--- config.mk ---
export PLATFORM = sky130hd
export DESIGN_NAME = tmr_top
export DESIGN_NICKNAME = d
export VERILOG_FILES = /design/src/hw/tmr_pkg.sv /design/src/hw/tmr_prescaler.sv /design/src/hw/tmr_edge_filter.sv /design/src/hw/tmr_top.sv
export VERILOG_INCLUDE_DIRS = /design/src /design/src/hw
export SDC_FILE = /design/constraint.sdc
export NUM_CORES = 1
export LEC_CHECK = 0
export BUFFER_PORTS_ARGS = -buffer_cell sky130_fd_sc_hd__buf_2
export CAP_MARGIN = 5
export CORE_MARGIN = 5
export CORE_UTILIZATION = 33
export CTS_CLUSTER_DIAMETER = 30
export DETAILED_ROUTE_END_ITERATION = 7
export GPL_ROUTABILITY_DRIVEN = 0
export PLACE_DENSITY = 0.59
export SLEW_MARGIN = 15
export SYNTH_ARGS = -nofsm -noshare
export SYNTH_HDL_FRONTEND = slang
export SYNTH_SLANG_ARGS = --single-unit
--- constraint.sdc ---
create_clock -name aclk -period 3.2 [get_ports aclk]
set_input_delay 0.96 -clock aclk [delete_from_list [all_inputs] [get_ports aclk]]
set_output_delay 0.96 -clock aclk [all_outputs]
set_load 0.02 [all_outputs]
--- src/hw/tmr_params.svh ---
// Constant definitions for the 16-bit timer/event counter.
`ifndef TMR_PARAMS_SVH
`define TMR_PARAMS_SVH
`define TMR_OFF_COUNTER 8'h00
`define TMR_OFF_CCA 8'h04
`define TMR_OFF_CCB 8'h08
`define TMR_OFF_MODE 8'h0C
`define TMR_OFF_CCCTL 8'h10
`define TMR_OFF_PRESC 8'h14
`define TMR_OFF_OUTCTL 8'h18
`define TMR_OVF_BIT 0
`define TMR_RUN_LSB 2
`define TMR_CCB_CAP_BIT 2
`define TMR_CLK_LSB 0
`define TMR_EDGE_LSB 4
`define TMR_OE_BIT 0
`define TMR_TOGA_BIT 1
`define TMR_TOGB_BIT 4
`define TMR_OSEN_BIT 5
`define TMR_OSPT_BIT 6
`define TMR_LEVEL_BIT 8
`define TMR_CNT_MAX 16'hFFFF
`define TMR_CC_RST 16'h0000
`define TMR_RESP_OKAY 2'h0
`define TMR_RESP_SLVERR 2'h2
`define TMR_DIV_MID_LOG2 2
`define TMR_DIV_HI_LOG2 8
`endif

--- src/hw/tmr_pkg.sv ---
// Types shared by the timer/event counter modules.
package tmr_pkg;
   typedef enum logic [1:0] {tmr_run_stop, tmr_run_free, tmr_run_restart, tmr_run_match} tmr_run_t;
   typedef enum logic [1:0] {tmr_edge_fall, tmr_edge_rise, tmr_edge_none, tmr_edge_both} tmr_edge_t;
   typedef enum logic [1:0] {tmr_clk_base, tmr_clk_mid, tmr_clk_slow, tmr_clk_event} tmr_clk_t;
endpackage

--- src/hw/tmr_prescaler.sv ---
// Count clock selection: base clock, two divided rates or filtered trigger edges.
`timescale 1ns/1ps
`include "tmr_params.svh"
module tmr_prescaler #(
   parameter int DIV_MID_LOG2 = `TMR_DIV_MID_LOG2,
   parameter int DIV_HI_LOG2 = `TMR_DIV_HI_LOG2
) (
   // Clock and control
   input wire logic aclk,
   input wire logic aresetn,
   input wire logic ce,
   input wire logic run,
   input wire tmr_pkg::tmr_clk_t sel,
   // Event source and result
   input wire logic ext_tick,
   output logic tick
);
   import tmr_pkg::*;
   logic [DIV_HI_LOG2-1:0] div_cnt;

   // The divider restarts with the timer so the first count clock comes a fixed time after start.
   always_ff @(posedge aclk)
   begin
      if (!aresetn)
         div_cnt <= '0;
      else if (ce)
      begin
         if (!run)
            div_cnt <= '0;
         else
            div_cnt <= div_cnt + 1'b1;
      end
   end

   always_comb
   begin
      case (sel)
         tmr_clk_base: tick = 1'b1;
         tmr_clk_mid: tick = &div_cnt[DIV_MID_LOG2-1:0];
         tmr_clk_slow: tick = &div_cnt;
         tmr_clk_event: tick = ext_tick;
         default: tick = 1'b0;
      endcase
   end
endmodule

--- src/hw/tmr_edge_filter.sv ---
// Two-sample noise filter and edge detector for the synchronised trigger input.
`timescale 1ns/1ps
module tmr_edge_filter (
   // Clock and control
   input wire logic aclk,
   input wire logic aresetn,
   input wire logic ce,
   input wire logic sample_en,
   input wire tmr_pkg::tmr_edge_t edge_sel,
   // Signal
   input wire logic din,
   output logic edge_hit
);
   import tmr_pkg::*;
   logic last_sample;
   logic level;

   // A new level is taken only when two successive samples agree, so pulses shorter than one
   // sample period never reach the counter.
   always_ff @(posedge aclk)
   begin
      if (!aresetn)
      begin
         last_sample <= 1'b0;
         level <= 1'b0;
         edge_hit <= 1'b0;
      end
      else if (ce)
      begin
         edge_hit <= 1'b0;
         if (sample_en)
         begin
            last_sample <= din;
            if (din == last_sample && din != level)
            begin
               level <= din;
               case (edge_sel)
                  tmr_edge_rise: edge_hit <= din;
                  tmr_edge_fall: edge_hit <= !din;
                  tmr_edge_both: edge_hit <= 1'b1;
                  default: edge_hit <= 1'b0;
               endcase
            end
         end
      end
   end
endmodule

--- src/hw/tmr_top.sv ---
// 16-bit timer/event counter with capture, compare, square wave and one-shot output, on AXI4-Lite.
//
// Local design decisions: the AXI4-Lite slave port and the register offsets.
`timescale 1ns/1ps
`include "tmr_params.svh"
module tmr_top #(
   parameter int ADDR_W = 8
) (
   // Clock, reset, enable
   input wire logic aclk,
   input wire logic aresetn,
   input wire logic ce,
   // AXI4-Lite write
   input wire logic [ADDR_W-1:0] awaddr,
   input wire logic awvalid,
   output logic awready,
   input wire logic [31:0] wdata,
   input wire logic [3:0] wstrb,
   input wire logic wvalid,
   output logic wready,
   output logic [1:0] bresp,
   output logic bvalid,
   input wire logic bready,
   // AXI4-Lite read
   input wire logic [ADDR_W-1:0] araddr,
   input wire logic arvalid,
   output logic arready,
   output logic [31:0] rdata,
   output logic [1:0] rresp,
   output logic rvalid,
   input wire logic rready,
   // Pins and events
   input wire logic trigger_input,
   output logic timer_output_pin,
   output logic match_a_irq,
   output logic match_b_irq
);
   import tmr_pkg::*;

   logic [15:0] main_counter;
   logic [15:0] compare_capture_a;
   logic [15:0] compare_capture_b;
   tmr_run_t run_mode_bits;
   logic overflow_flag;
   logic cc_b_capture;
   tmr_clk_t count_clk_sel;
   tmr_edge_t edge_select_bits;
   logic output_enable_bit;
   logic toggle_on_match_a_bit;
   logic toggle_on_match_b;
   logic oneshot_enable;
   logic out_level;
   logic armed;
   logic aw_have;
   logic w_have;
   logic [ADDR_W-1:0] aw_addr_q;
   logic [31:0] w_data_q;
   logic [3:0] w_strb_q;
   logic trig_meta;
   logic trig_sync;
   logic evt_edge;
   logic cap_edge;
   logic tick;
   logic running;
   logic wr_fire;
   logic ospt_wr;
   logic trig_restart;
   logic capture_b;
   logic match_a;
   logic match_b;
   logic start_match;
   logic end_match;
   logic [15:0] next_counter;
   logic next_level;

   function automatic logic [15:0] merge16(input logic [15:0] old, input logic [31:0] d, input logic [3:0] s);
      merge16 = {s[1] ? d[15:8] : old[15:8], s[0] ? d[7:0] : old[7:0]};
   endfunction

   function automatic logic addr_ok(input logic [ADDR_W-1:0] a);
      addr_ok = a == `TMR_OFF_COUNTER || a == `TMR_OFF_CCA || a == `TMR_OFF_CCB || a == `TMR_OFF_MODE ||
                a == `TMR_OFF_CCCTL || a == `TMR_OFF_PRESC || a == `TMR_OFF_OUTCTL;
   endfunction

   // The trigger pin is asynchronous, so it passes two flip-flops first.
   always_ff @(posedge aclk)
   begin
      if (!aresetn)
      begin
         trig_meta <= 1'b0;
         trig_sync <= 1'b0;
      end
      else if (ce)
      begin
         trig_meta <= trigger_input;
         trig_sync <= trig_meta;
      end
   end

   // Event counting samples at the undivided clock.
   tmr_edge_filter u_evt_filter (
      .aclk(aclk), .aresetn(aresetn), .ce(ce), .sample_en(running),
      .edge_sel(edge_select_bits), .din(trig_sync), .edge_hit(evt_edge)
   );

   // Capture and restart sample at the selected count clock.
   tmr_edge_filter u_cap_filter (
      .aclk(aclk), .aresetn(aresetn), .ce(ce), .sample_en(running && tick),
      .edge_sel(edge_select_bits), .din(trig_sync), .edge_hit(cap_edge)
   );

   tmr_prescaler u_presc (
      .aclk(aclk), .aresetn(aresetn), .ce(ce), .run(running),
      .sel(count_clk_sel), .ext_tick(evt_edge), .tick(tick)
   );

   assign running = run_mode_bits != tmr_run_stop;
   assign wr_fire = aw_have && w_have && !bvalid;
   assign ospt_wr = wr_fire && running && aw_addr_q == `TMR_OFF_OUTCTL && w_strb_q[0] &&
                    w_data_q[`TMR_OSPT_BIT];
   assign trig_restart = running && cap_edge && !(armed && oneshot_enable) &&
                         (run_mode_bits == tmr_run_restart || (run_mode_bits == tmr_run_free && oneshot_enable));
   assign capture_b = running && cc_b_capture && cap_edge &&
                      (run_mode_bits == tmr_run_restart || run_mode_bits == tmr_run_free);
   assign match_a = running && tick && main_counter == compare_capture_a;
   assign match_b = running && tick && !cc_b_capture && main_counter == compare_capture_b;
   assign start_match = (compare_capture_b < compare_capture_a) ? match_b : match_a;
   assign end_match = (compare_capture_b < compare_capture_a) ? match_a : match_b;

   // AXI4-Lite write channels; address and data are taken in either order.
   always_ff @(posedge aclk)
   begin
      if (!aresetn)
      begin
         awready <= 1'b1;
         wready <= 1'b1;
         aw_have <= 1'b0;
         w_have <= 1'b0;
         aw_addr_q <= '0;
         w_data_q <= 32'h00000000;
         w_strb_q <= 4'h0;
         bvalid <= 1'b0;
         bresp <= `TMR_RESP_OKAY;
      end
      else if (ce)
      begin
         if (awvalid && awready)
         begin
            aw_addr_q <= awaddr;
            aw_have <= 1'b1;
            awready <= 1'b0;
         end
         if (wvalid && wready)
         begin
            w_data_q <= wdata;
            w_strb_q <= wstrb;
            w_have <= 1'b1;
            wready <= 1'b0;
         end
         if (wr_fire)
         begin
            aw_have <= 1'b0;
            w_have <= 1'b0;
            awready <= 1'b1;
            wready <= 1'b1;
            bvalid <= 1'b1;
            bresp <= addr_ok(aw_addr_q) ? `TMR_RESP_OKAY : `TMR_RESP_SLVERR;
         end
         else if (bvalid && bready)
            bvalid <= 1'b0;
      end
   end

   // AXI4-Lite read channel; data is latched when the address is taken.
   always_ff @(posedge aclk)
   begin
      if (!aresetn)
      begin
         arready <= 1'b1;
         rvalid <= 1'b0;
         rdata <= 32'h00000000;
         rresp <= `TMR_RESP_OKAY;
      end
      else if (ce)
      begin
         if (arvalid && arready)
         begin
            arready <= 1'b0;
            rvalid <= 1'b1;
            rresp <= addr_ok(araddr) ? `TMR_RESP_OKAY : `TMR_RESP_SLVERR;
            case (araddr)
               `TMR_OFF_COUNTER: rdata <= {16'h0000, main_counter};
               `TMR_OFF_CCA: rdata <= {16'h0000, compare_capture_a};
               `TMR_OFF_CCB: rdata <= {16'h0000, compare_capture_b};
               `TMR_OFF_MODE: rdata <= {28'h0000000, run_mode_bits, 1'b0, overflow_flag};
               `TMR_OFF_CCCTL: rdata <= {29'h00000000, cc_b_capture, 2'h0};
               `TMR_OFF_PRESC: rdata <= {26'h0000000, edge_select_bits, 2'h0, count_clk_sel};
               `TMR_OFF_OUTCTL: rdata <= {23'h000000, out_level, 2'h0, oneshot_enable, toggle_on_match_b,
                                         2'h0, toggle_on_match_a_bit, output_enable_bit};
               default: rdata <= 32'h00000000;
            endcase
         end
         else if (rvalid && rready)
         begin
            rvalid <= 1'b0;
            arready <= 1'b1;
         end
      end
   end

   // Configuration registers; the trigger bit is a pulse and never stored.
   always_ff @(posedge aclk)
   begin
      if (!aresetn)
      begin
         run_mode_bits <= tmr_run_stop;
         cc_b_capture <= 1'b0;
         count_clk_sel <= tmr_clk_base;
         edge_select_bits <= tmr_edge_fall;
         output_enable_bit <= 1'b0;
         toggle_on_match_a_bit <= 1'b0;
         toggle_on_match_b <= 1'b0;
         oneshot_enable <= 1'b0;
         compare_capture_a <= `TMR_CC_RST;
      end
      else if (ce && wr_fire && w_strb_q[0])
      begin
         case (aw_addr_q)
            `TMR_OFF_MODE: run_mode_bits <= tmr_run_t'(w_data_q[`TMR_RUN_LSB +: 2]);
            `TMR_OFF_CCCTL: cc_b_capture <= w_data_q[`TMR_CCB_CAP_BIT];
            `TMR_OFF_PRESC:
            begin
               count_clk_sel <= tmr_clk_t'(w_data_q[`TMR_CLK_LSB +: 2]);
               edge_select_bits <= tmr_edge_t'(w_data_q[`TMR_EDGE_LSB +: 2]);
            end
            `TMR_OFF_OUTCTL:
            begin
               output_enable_bit <= w_data_q[`TMR_OE_BIT];
               toggle_on_match_a_bit <= w_data_q[`TMR_TOGA_BIT];
               toggle_on_match_b <= w_data_q[`TMR_TOGB_BIT];
               oneshot_enable <= w_data_q[`TMR_OSEN_BIT];
            end
            `TMR_OFF_CCA: compare_capture_a <= merge16(compare_capture_a, w_data_q, w_strb_q);
            default: run_mode_bits <= run_mode_bits;
         endcase
      end
      else if (ce && wr_fire && w_strb_q[1] && aw_addr_q == `TMR_OFF_CCA)
         compare_capture_a <= merge16(compare_capture_a, w_data_q, w_strb_q);
   end

   // A capture takes priority over a software write in the same cycle.
   always_ff @(posedge aclk)
   begin
      if (!aresetn)
         compare_capture_b <= `TMR_CC_RST;
      else if (ce)
      begin
         if (capture_b)
            compare_capture_b <= main_counter;
         else if (wr_fire && aw_addr_q == `TMR_OFF_CCB)
            compare_capture_b <= merge16(compare_capture_b, w_data_q, w_strb_q);
      end
   end

   always_comb
   begin
      if (!running)
         next_counter = 16'h0000;
      else if (ospt_wr || trig_restart)
         next_counter = 16'h0000;
      else if (tick && run_mode_bits == tmr_run_match && main_counter == compare_capture_a)
         next_counter = 16'h0000;
      else if (tick)
         next_counter = main_counter + 16'h0001;
      else
         next_counter = main_counter;
   end

   always_ff @(posedge aclk)
   begin
      if (!aresetn)
         main_counter <= 16'h0000;
      else if (ce)
         main_counter <= next_counter;
   end

   // A new overflow wins over a software clear in the same cycle.
   always_ff @(posedge aclk)
   begin
      if (!aresetn)
         overflow_flag <= 1'b0;
      else if (ce)
      begin
         if (running && tick && main_counter == `TMR_CNT_MAX && !ospt_wr && !trig_restart)
            overflow_flag <= 1'b1;
         else if (wr_fire && aw_addr_q == `TMR_OFF_MODE && w_strb_q[0] && !w_data_q[`TMR_OVF_BIT])
            overflow_flag <= 1'b0;
      end
   end

   // A pulse is armed by either trigger and disarmed by the closing match.
   always_ff @(posedge aclk)
   begin
      if (!aresetn)
         armed <= 1'b0;
      else if (ce)
      begin
         if (!running || !oneshot_enable)
            armed <= 1'b0;
         else if (ospt_wr || trig_restart)
            armed <= 1'b1;
         else if (end_match)
            armed <= 1'b0;
      end
   end

   always_comb
   begin
      next_level = out_level;
      if (oneshot_enable)
      begin
         if (armed && start_match)
            next_level = 1'b1;
         else if (armed && end_match)
            next_level = 1'b0;
      end
      else
         next_level = out_level ^ (match_a && toggle_on_match_a_bit) ^ (match_b && toggle_on_match_b);
   end

   always_ff @(posedge aclk)
   begin
      if (!aresetn)
      begin
         out_level <= 1'b0;
         timer_output_pin <= 1'b0;
         match_a_irq <= 1'b0;
         match_b_irq <= 1'b0;
      end
      else if (ce)
      begin
         out_level <= next_level;
         timer_output_pin <= output_enable_bit && next_level;
         match_a_irq <= match_a;
         match_b_irq <= match_b || capture_b;
      end
   end

   property p_restart_capture;
      @(posedge aclk) disable iff (!aresetn)
      ce && capture_b && trig_restart && !ospt_wr
      |=> compare_capture_b == $past(main_counter) && main_counter == 16'h0000;
   endproperty
   a_restart_capture: assert property (p_restart_capture) else $error("restart capture wrong");

   property p_event_inc;
      @(posedge aclk) disable iff (!aresetn)
      ce && count_clk_sel == tmr_clk_event && running && evt_edge && !ospt_wr && !trig_restart
      && main_counter != `TMR_CNT_MAX && !(run_mode_bits == tmr_run_match && main_counter == compare_capture_a)
      |=> main_counter == $past(main_counter) + 16'h0001;
   endproperty
   a_event_inc: assert property (p_event_inc) else $error("event not counted");

   property p_match_clear;
      @(posedge aclk) disable iff (!aresetn)
      ce && run_mode_bits == tmr_run_match && tick && main_counter == compare_capture_a && !ospt_wr
      |=> main_counter == 16'h0000 && match_a_irq;
   endproperty
   a_match_clear: assert property (p_match_clear) else $error("match clear missing");

   property p_ovf_cause;
      @(posedge aclk) disable iff (!aresetn)
      $rose(overflow_flag) |-> $past(main_counter) == `TMR_CNT_MAX && $past(tick);
   endproperty
   a_ovf_cause: assert property (p_ovf_cause) else $error("overflow without wrap");

   property p_square_toggle;
      @(posedge aclk) disable iff (!aresetn)
      ce && !oneshot_enable && match_a && toggle_on_match_a_bit && !(match_b && toggle_on_match_b)
      |=> out_level != $past(out_level);
   endproperty
   a_square_toggle: assert property (p_square_toggle) else $error("output not toggled");

   property p_ospt_start;
      @(posedge aclk) disable iff (!aresetn)
      ce && ospt_wr && oneshot_enable |=> main_counter == 16'h0000 && armed;
   endproperty
   a_ospt_start: assert property (p_ospt_start) else $error("software trigger ignored");

   property p_pulse_on;
      @(posedge aclk) disable iff (!aresetn)
      ce && oneshot_enable && armed && compare_capture_b < compare_capture_a && match_b |=> out_level;
   endproperty
   a_pulse_on: assert property (p_pulse_on) else $error("pulse not started");

   property p_ext_ignored;
      @(posedge aclk) disable iff (!aresetn)
      ce && armed && oneshot_enable && (run_mode_bits == tmr_run_restart || run_mode_bits == tmr_run_free)
      && cap_edge && !ospt_wr && !(wr_fire && aw_addr_q == `TMR_OFF_MODE)
      && main_counter != `TMR_CNT_MAX && main_counter != 16'h0000 |=> main_counter != 16'h0000;
   endproperty
   a_ext_ignored: assert property (p_ext_ignored) else $error("retrigger not ignored");

   property p_stopped;
      @(posedge aclk) disable iff (!aresetn)
      ce && run_mode_bits == tmr_run_stop |=> main_counter == 16'h0000 && !armed;
   endproperty
   a_stopped: assert property (p_stopped) else $error("counter runs while stopped");
endmodule

==> impl_metrics.yaml <==
run_status:
  status: "finished, final reports clean"
routing:
  ant_nets: 0
  num_vias: 5841
  detail_route.iter0.violations: 440
  routed_wire_length_per_instance_um: 15.9
  first_pass_iters: 6
  drt-vias-per-instance: 5.03
  post-route-drc-count: 0
  total_routed_length_um: 18500
logic_synthesis:
  fraction_of_registers_with_async_set_reset_pct: 0
  postSynthAreaPerCell_um2: 8.65
  synth_area_leader_cell: "dfxtp_1"
  synth_seq_area_share_pct: 37.2
  netlist_instances: 822
  synth.distinct_cells: 59
  synth_seq_cells: 132
  yosysWarningCount: 0
  post_synth_instance_area_um2: 7110
  synth-edff-count: 0
  dominantRegCellSynth: "dfxtp_1"
  synth_area_leaders: "dfxtp_1, mux2i_1, nand2_1"
  netlist.area_leader.share_pct: 37.2
cts:
  clkTransAtPathRegs_ns: 0.05
  worst_skew_pair.late_latency_ns: 0.42
  postCtsResizedCells: 0
  cts_htree_levels: 4
  cts-root-to-sink-buffers: 2
  clock_tree_from_tritoncts: "built"
  cts.sinks: 132
  post_cts_hold_buffer_count: 0
  numCtsBuffers: 17
  post_cts.repair.setup_buffers: 0
  root_cell_of_the_clock_tree: "clkbuf_16"
critical_path:
  cp_max_fo: 11
  critPathCaptureType: "flip-flop"
  criticalPathCategory: "in2reg"
  crit_path_top_delay_cell: "nand3_1"
  maximum_single_stage_delay_on_the_critical_path_ns: 0.63
  cp.arrival_ns: 2.92
  critical_path.cell_chain: "buf_2 > nand2_1 > nor4b_1 > nand3_1 > mux2i_1 > nor2b_1"
  worst_ep_required_time_ns: 3.50
  critPathLaunchType: "input pin"
placement:
  numPortBuffers: 68
  dp.final_hpwl_um: 13800
  dpl-instance-area_um2: 7630
grt:
  grt_usage_pct: 15.3
  grt_overflow: 0
  first_pass_grt_wire_length_um: 30000
  antenna_violations_before_repair: 0
  first_global_vias: 5552
  grt_max_degree: 40
die:
  total_core_area_um2: 21100
  io-pin-count: 105
  placement_rows: 53
  floorplan.initialDensity_pct: 33.7
  floorplan.die_area_um2: 24600
  die_h_um: 157
  floorplan.die.width_um: 157
cells_and_area:
  areaGrowthSynthToFinish_pct: 15.7
  post_route_cell_area_um2: 8220
  fillers: 2166
  fin_nets: 956
  insertedDiodeCount: 0
  final_layout_size_suffix_gt1_share_pct: 15.4
power:
  power.static_leakage_uw: 0.00356
  vdd.ir_drop.worst_mv: 0.334
  power_density_nw_per_um2: 472
job:
  cap_viol_max_count: 0
timing:
  final_number_of_max_transition_violations: 0
  period_minus_slack_ns: 2.61
  maxSlewHeadroom_pct: 53.0
  grt_setup_unrepaired: "no"
  hold_viol: 0
  final.period_utilization_pct: 81.7
  fmax_ghz: 0.383
  timing_worst_slew_pin_value_ns: 0.703
  setup_viol: 0
  fin_worst_skew_ns: 0.00555
  setup_tns_ns: 0
min_path:
  hold_path_class: "reg2reg"
==> layout by cell type (no fill, tap or decap), types with 4 or more instances in the layout <==
cell type  count
or3_1          6
xor2_1        25
xnor2_1       20
a21boi_0      30
o21ai_0       40
buf_4         24
buf_2         68
nor3_1         7
mux2i_1       50
and3_1        12
o21a_1         4
nand3_1       17
nand4b_1       4
nand2_1      110
and2_1         9
a31oi_1        4
nand4_1       10
mux2_2         6
nor2b_1       57
conb_1        18
nor2_1        38
a21o_1         5
clkbuf_16     17
ha_1          21
clkbuf_1       4
o211a_1       17
inv_1         22
a221oi_1       4
dfxtp_1      132
nor4_2         5
a22oi_1       25
a22o_1         4
a21oi_1       21
==> worst max-delay path: cells and delay by family <==
kind / cells / cell delay (ns)
simple gates: 4 / 1.39
mux: 1 / 0.33
buf+inv: 1 / 0.22
==> stage by stage <==
stage          utilization [%]  instances  setup WS, ns  hold WS [ns]  total power (uW)
6_report                  39.0       1162         0.587         0.472              3880
5_1_grt                   39.0       1162         0.268         0.507              4020
4_1_cts                   39.0       1162         0.578         0.479              3930
3_5_place_dp              36.2       1130         0.201         0.466              1950
3_3_place_gp              36.2       1130         0.293         0.456              1950
2_1_floorplan                -        839         0.535         0.440              1880
==> sequential cells by signal (all words and copies together), names as in the netlist, 2 cells and up <==
signal / flops
compare_capture_a: 16
main_counter: 16
edge_select_bits: 2
aw_addr_q: 8
w_data_q: 16
rdata: 16
w_strb_q: 2
count_clk_sel: 2
run_mode_bits: 2
compare_capture_b: 16
u_presc.div_cnt: 8
==> path summary, 6_finish.rpt <==
kind	start	end	slack, ns	depth (start not counted)
setup reg to reg	run_mode_bits[1]	main_counter[13]	0.59	9
hold reg to reg	aw_have	aw_have	0.47	2
hold / removal	aw_have	aw_have	0.47	2
setup / recovery	ce	compare_capture_a[5]	0.59	6
==> area by class of cell <==
class / count / area (um2) / area share [%]
Multi-Input combinational cell: 609 / 4040 / 49.1
Sequential cell: 132 / 2640 / 32.1
Timing Repair Buffer: 92 / 520 / 6.33
Clock buffer: 23 / 468 / 5.69
Tap cell: 275 / 344 / 4.18
Clock inverter: 9 / 128 / 1.55
Inverter: 22 / 82.6 / 1.00
==> routing by layer <==
layer | part of all wire, % | vias up | track usage [%] | routed length [um]
li1 | - | 2944 | - | -
met2 | 41 | 166 | 21.8 | 7490
met1 | 52 | 2714 | 23.1 | 9620
met4 | 1.2 | 0 | 3.68 | 230
met3 | 6.2 | 17 | 3.73 | 1150
met5 | 0 | - | 0 | 0
==> kinds of logic after synthesis <==
kind of cell	Yosys count	share of synthesized area (%)
AO/OA/AOI/OAI	174	17.1
buffers and inverters	98	6.93
multiplexers	56	7.99
flip-flops	132	37.2
adder cells (fa/ha/maj)	21	3.70
XOR/XNOR	45	5.54
AND/OR/NAND/NOR	295	21.5
other	1	0.0527
==> synth_stat cells (5+ instances only) <==
library cell  instances
dfxtp_1             132
nand2_1             110
nor2b_1              57
mux2i_1              50
o21ai_0              40
nor2_1               38
clkbuf_1             37
a21boi_0             30
a22oi_1              25
xor2_1               25
inv_1                22
a21oi_1              21
ha_1                 21
xnor2_1              20
buf_4                19
nand3_1              17
o211a_1              17
buf_2                13
and3_1               12
nand4_1              10
and2_1                9
nor3_1                7
mux2_2                6
or3_1                 6
a21o_1                5
buf_6                 5
nor4_2                5
==> report_power, final <==
part / leakage, uW / total [uW] / internal (uW) / switching, uW
logic: 0.00220 / 207 / 81.1 / 126
clock network: 0.000283 / 1970 / 1260 / 706
registers: 0.00107 / 1700 / 1670 / 31.8
Power figures use the tool's default switching activity.
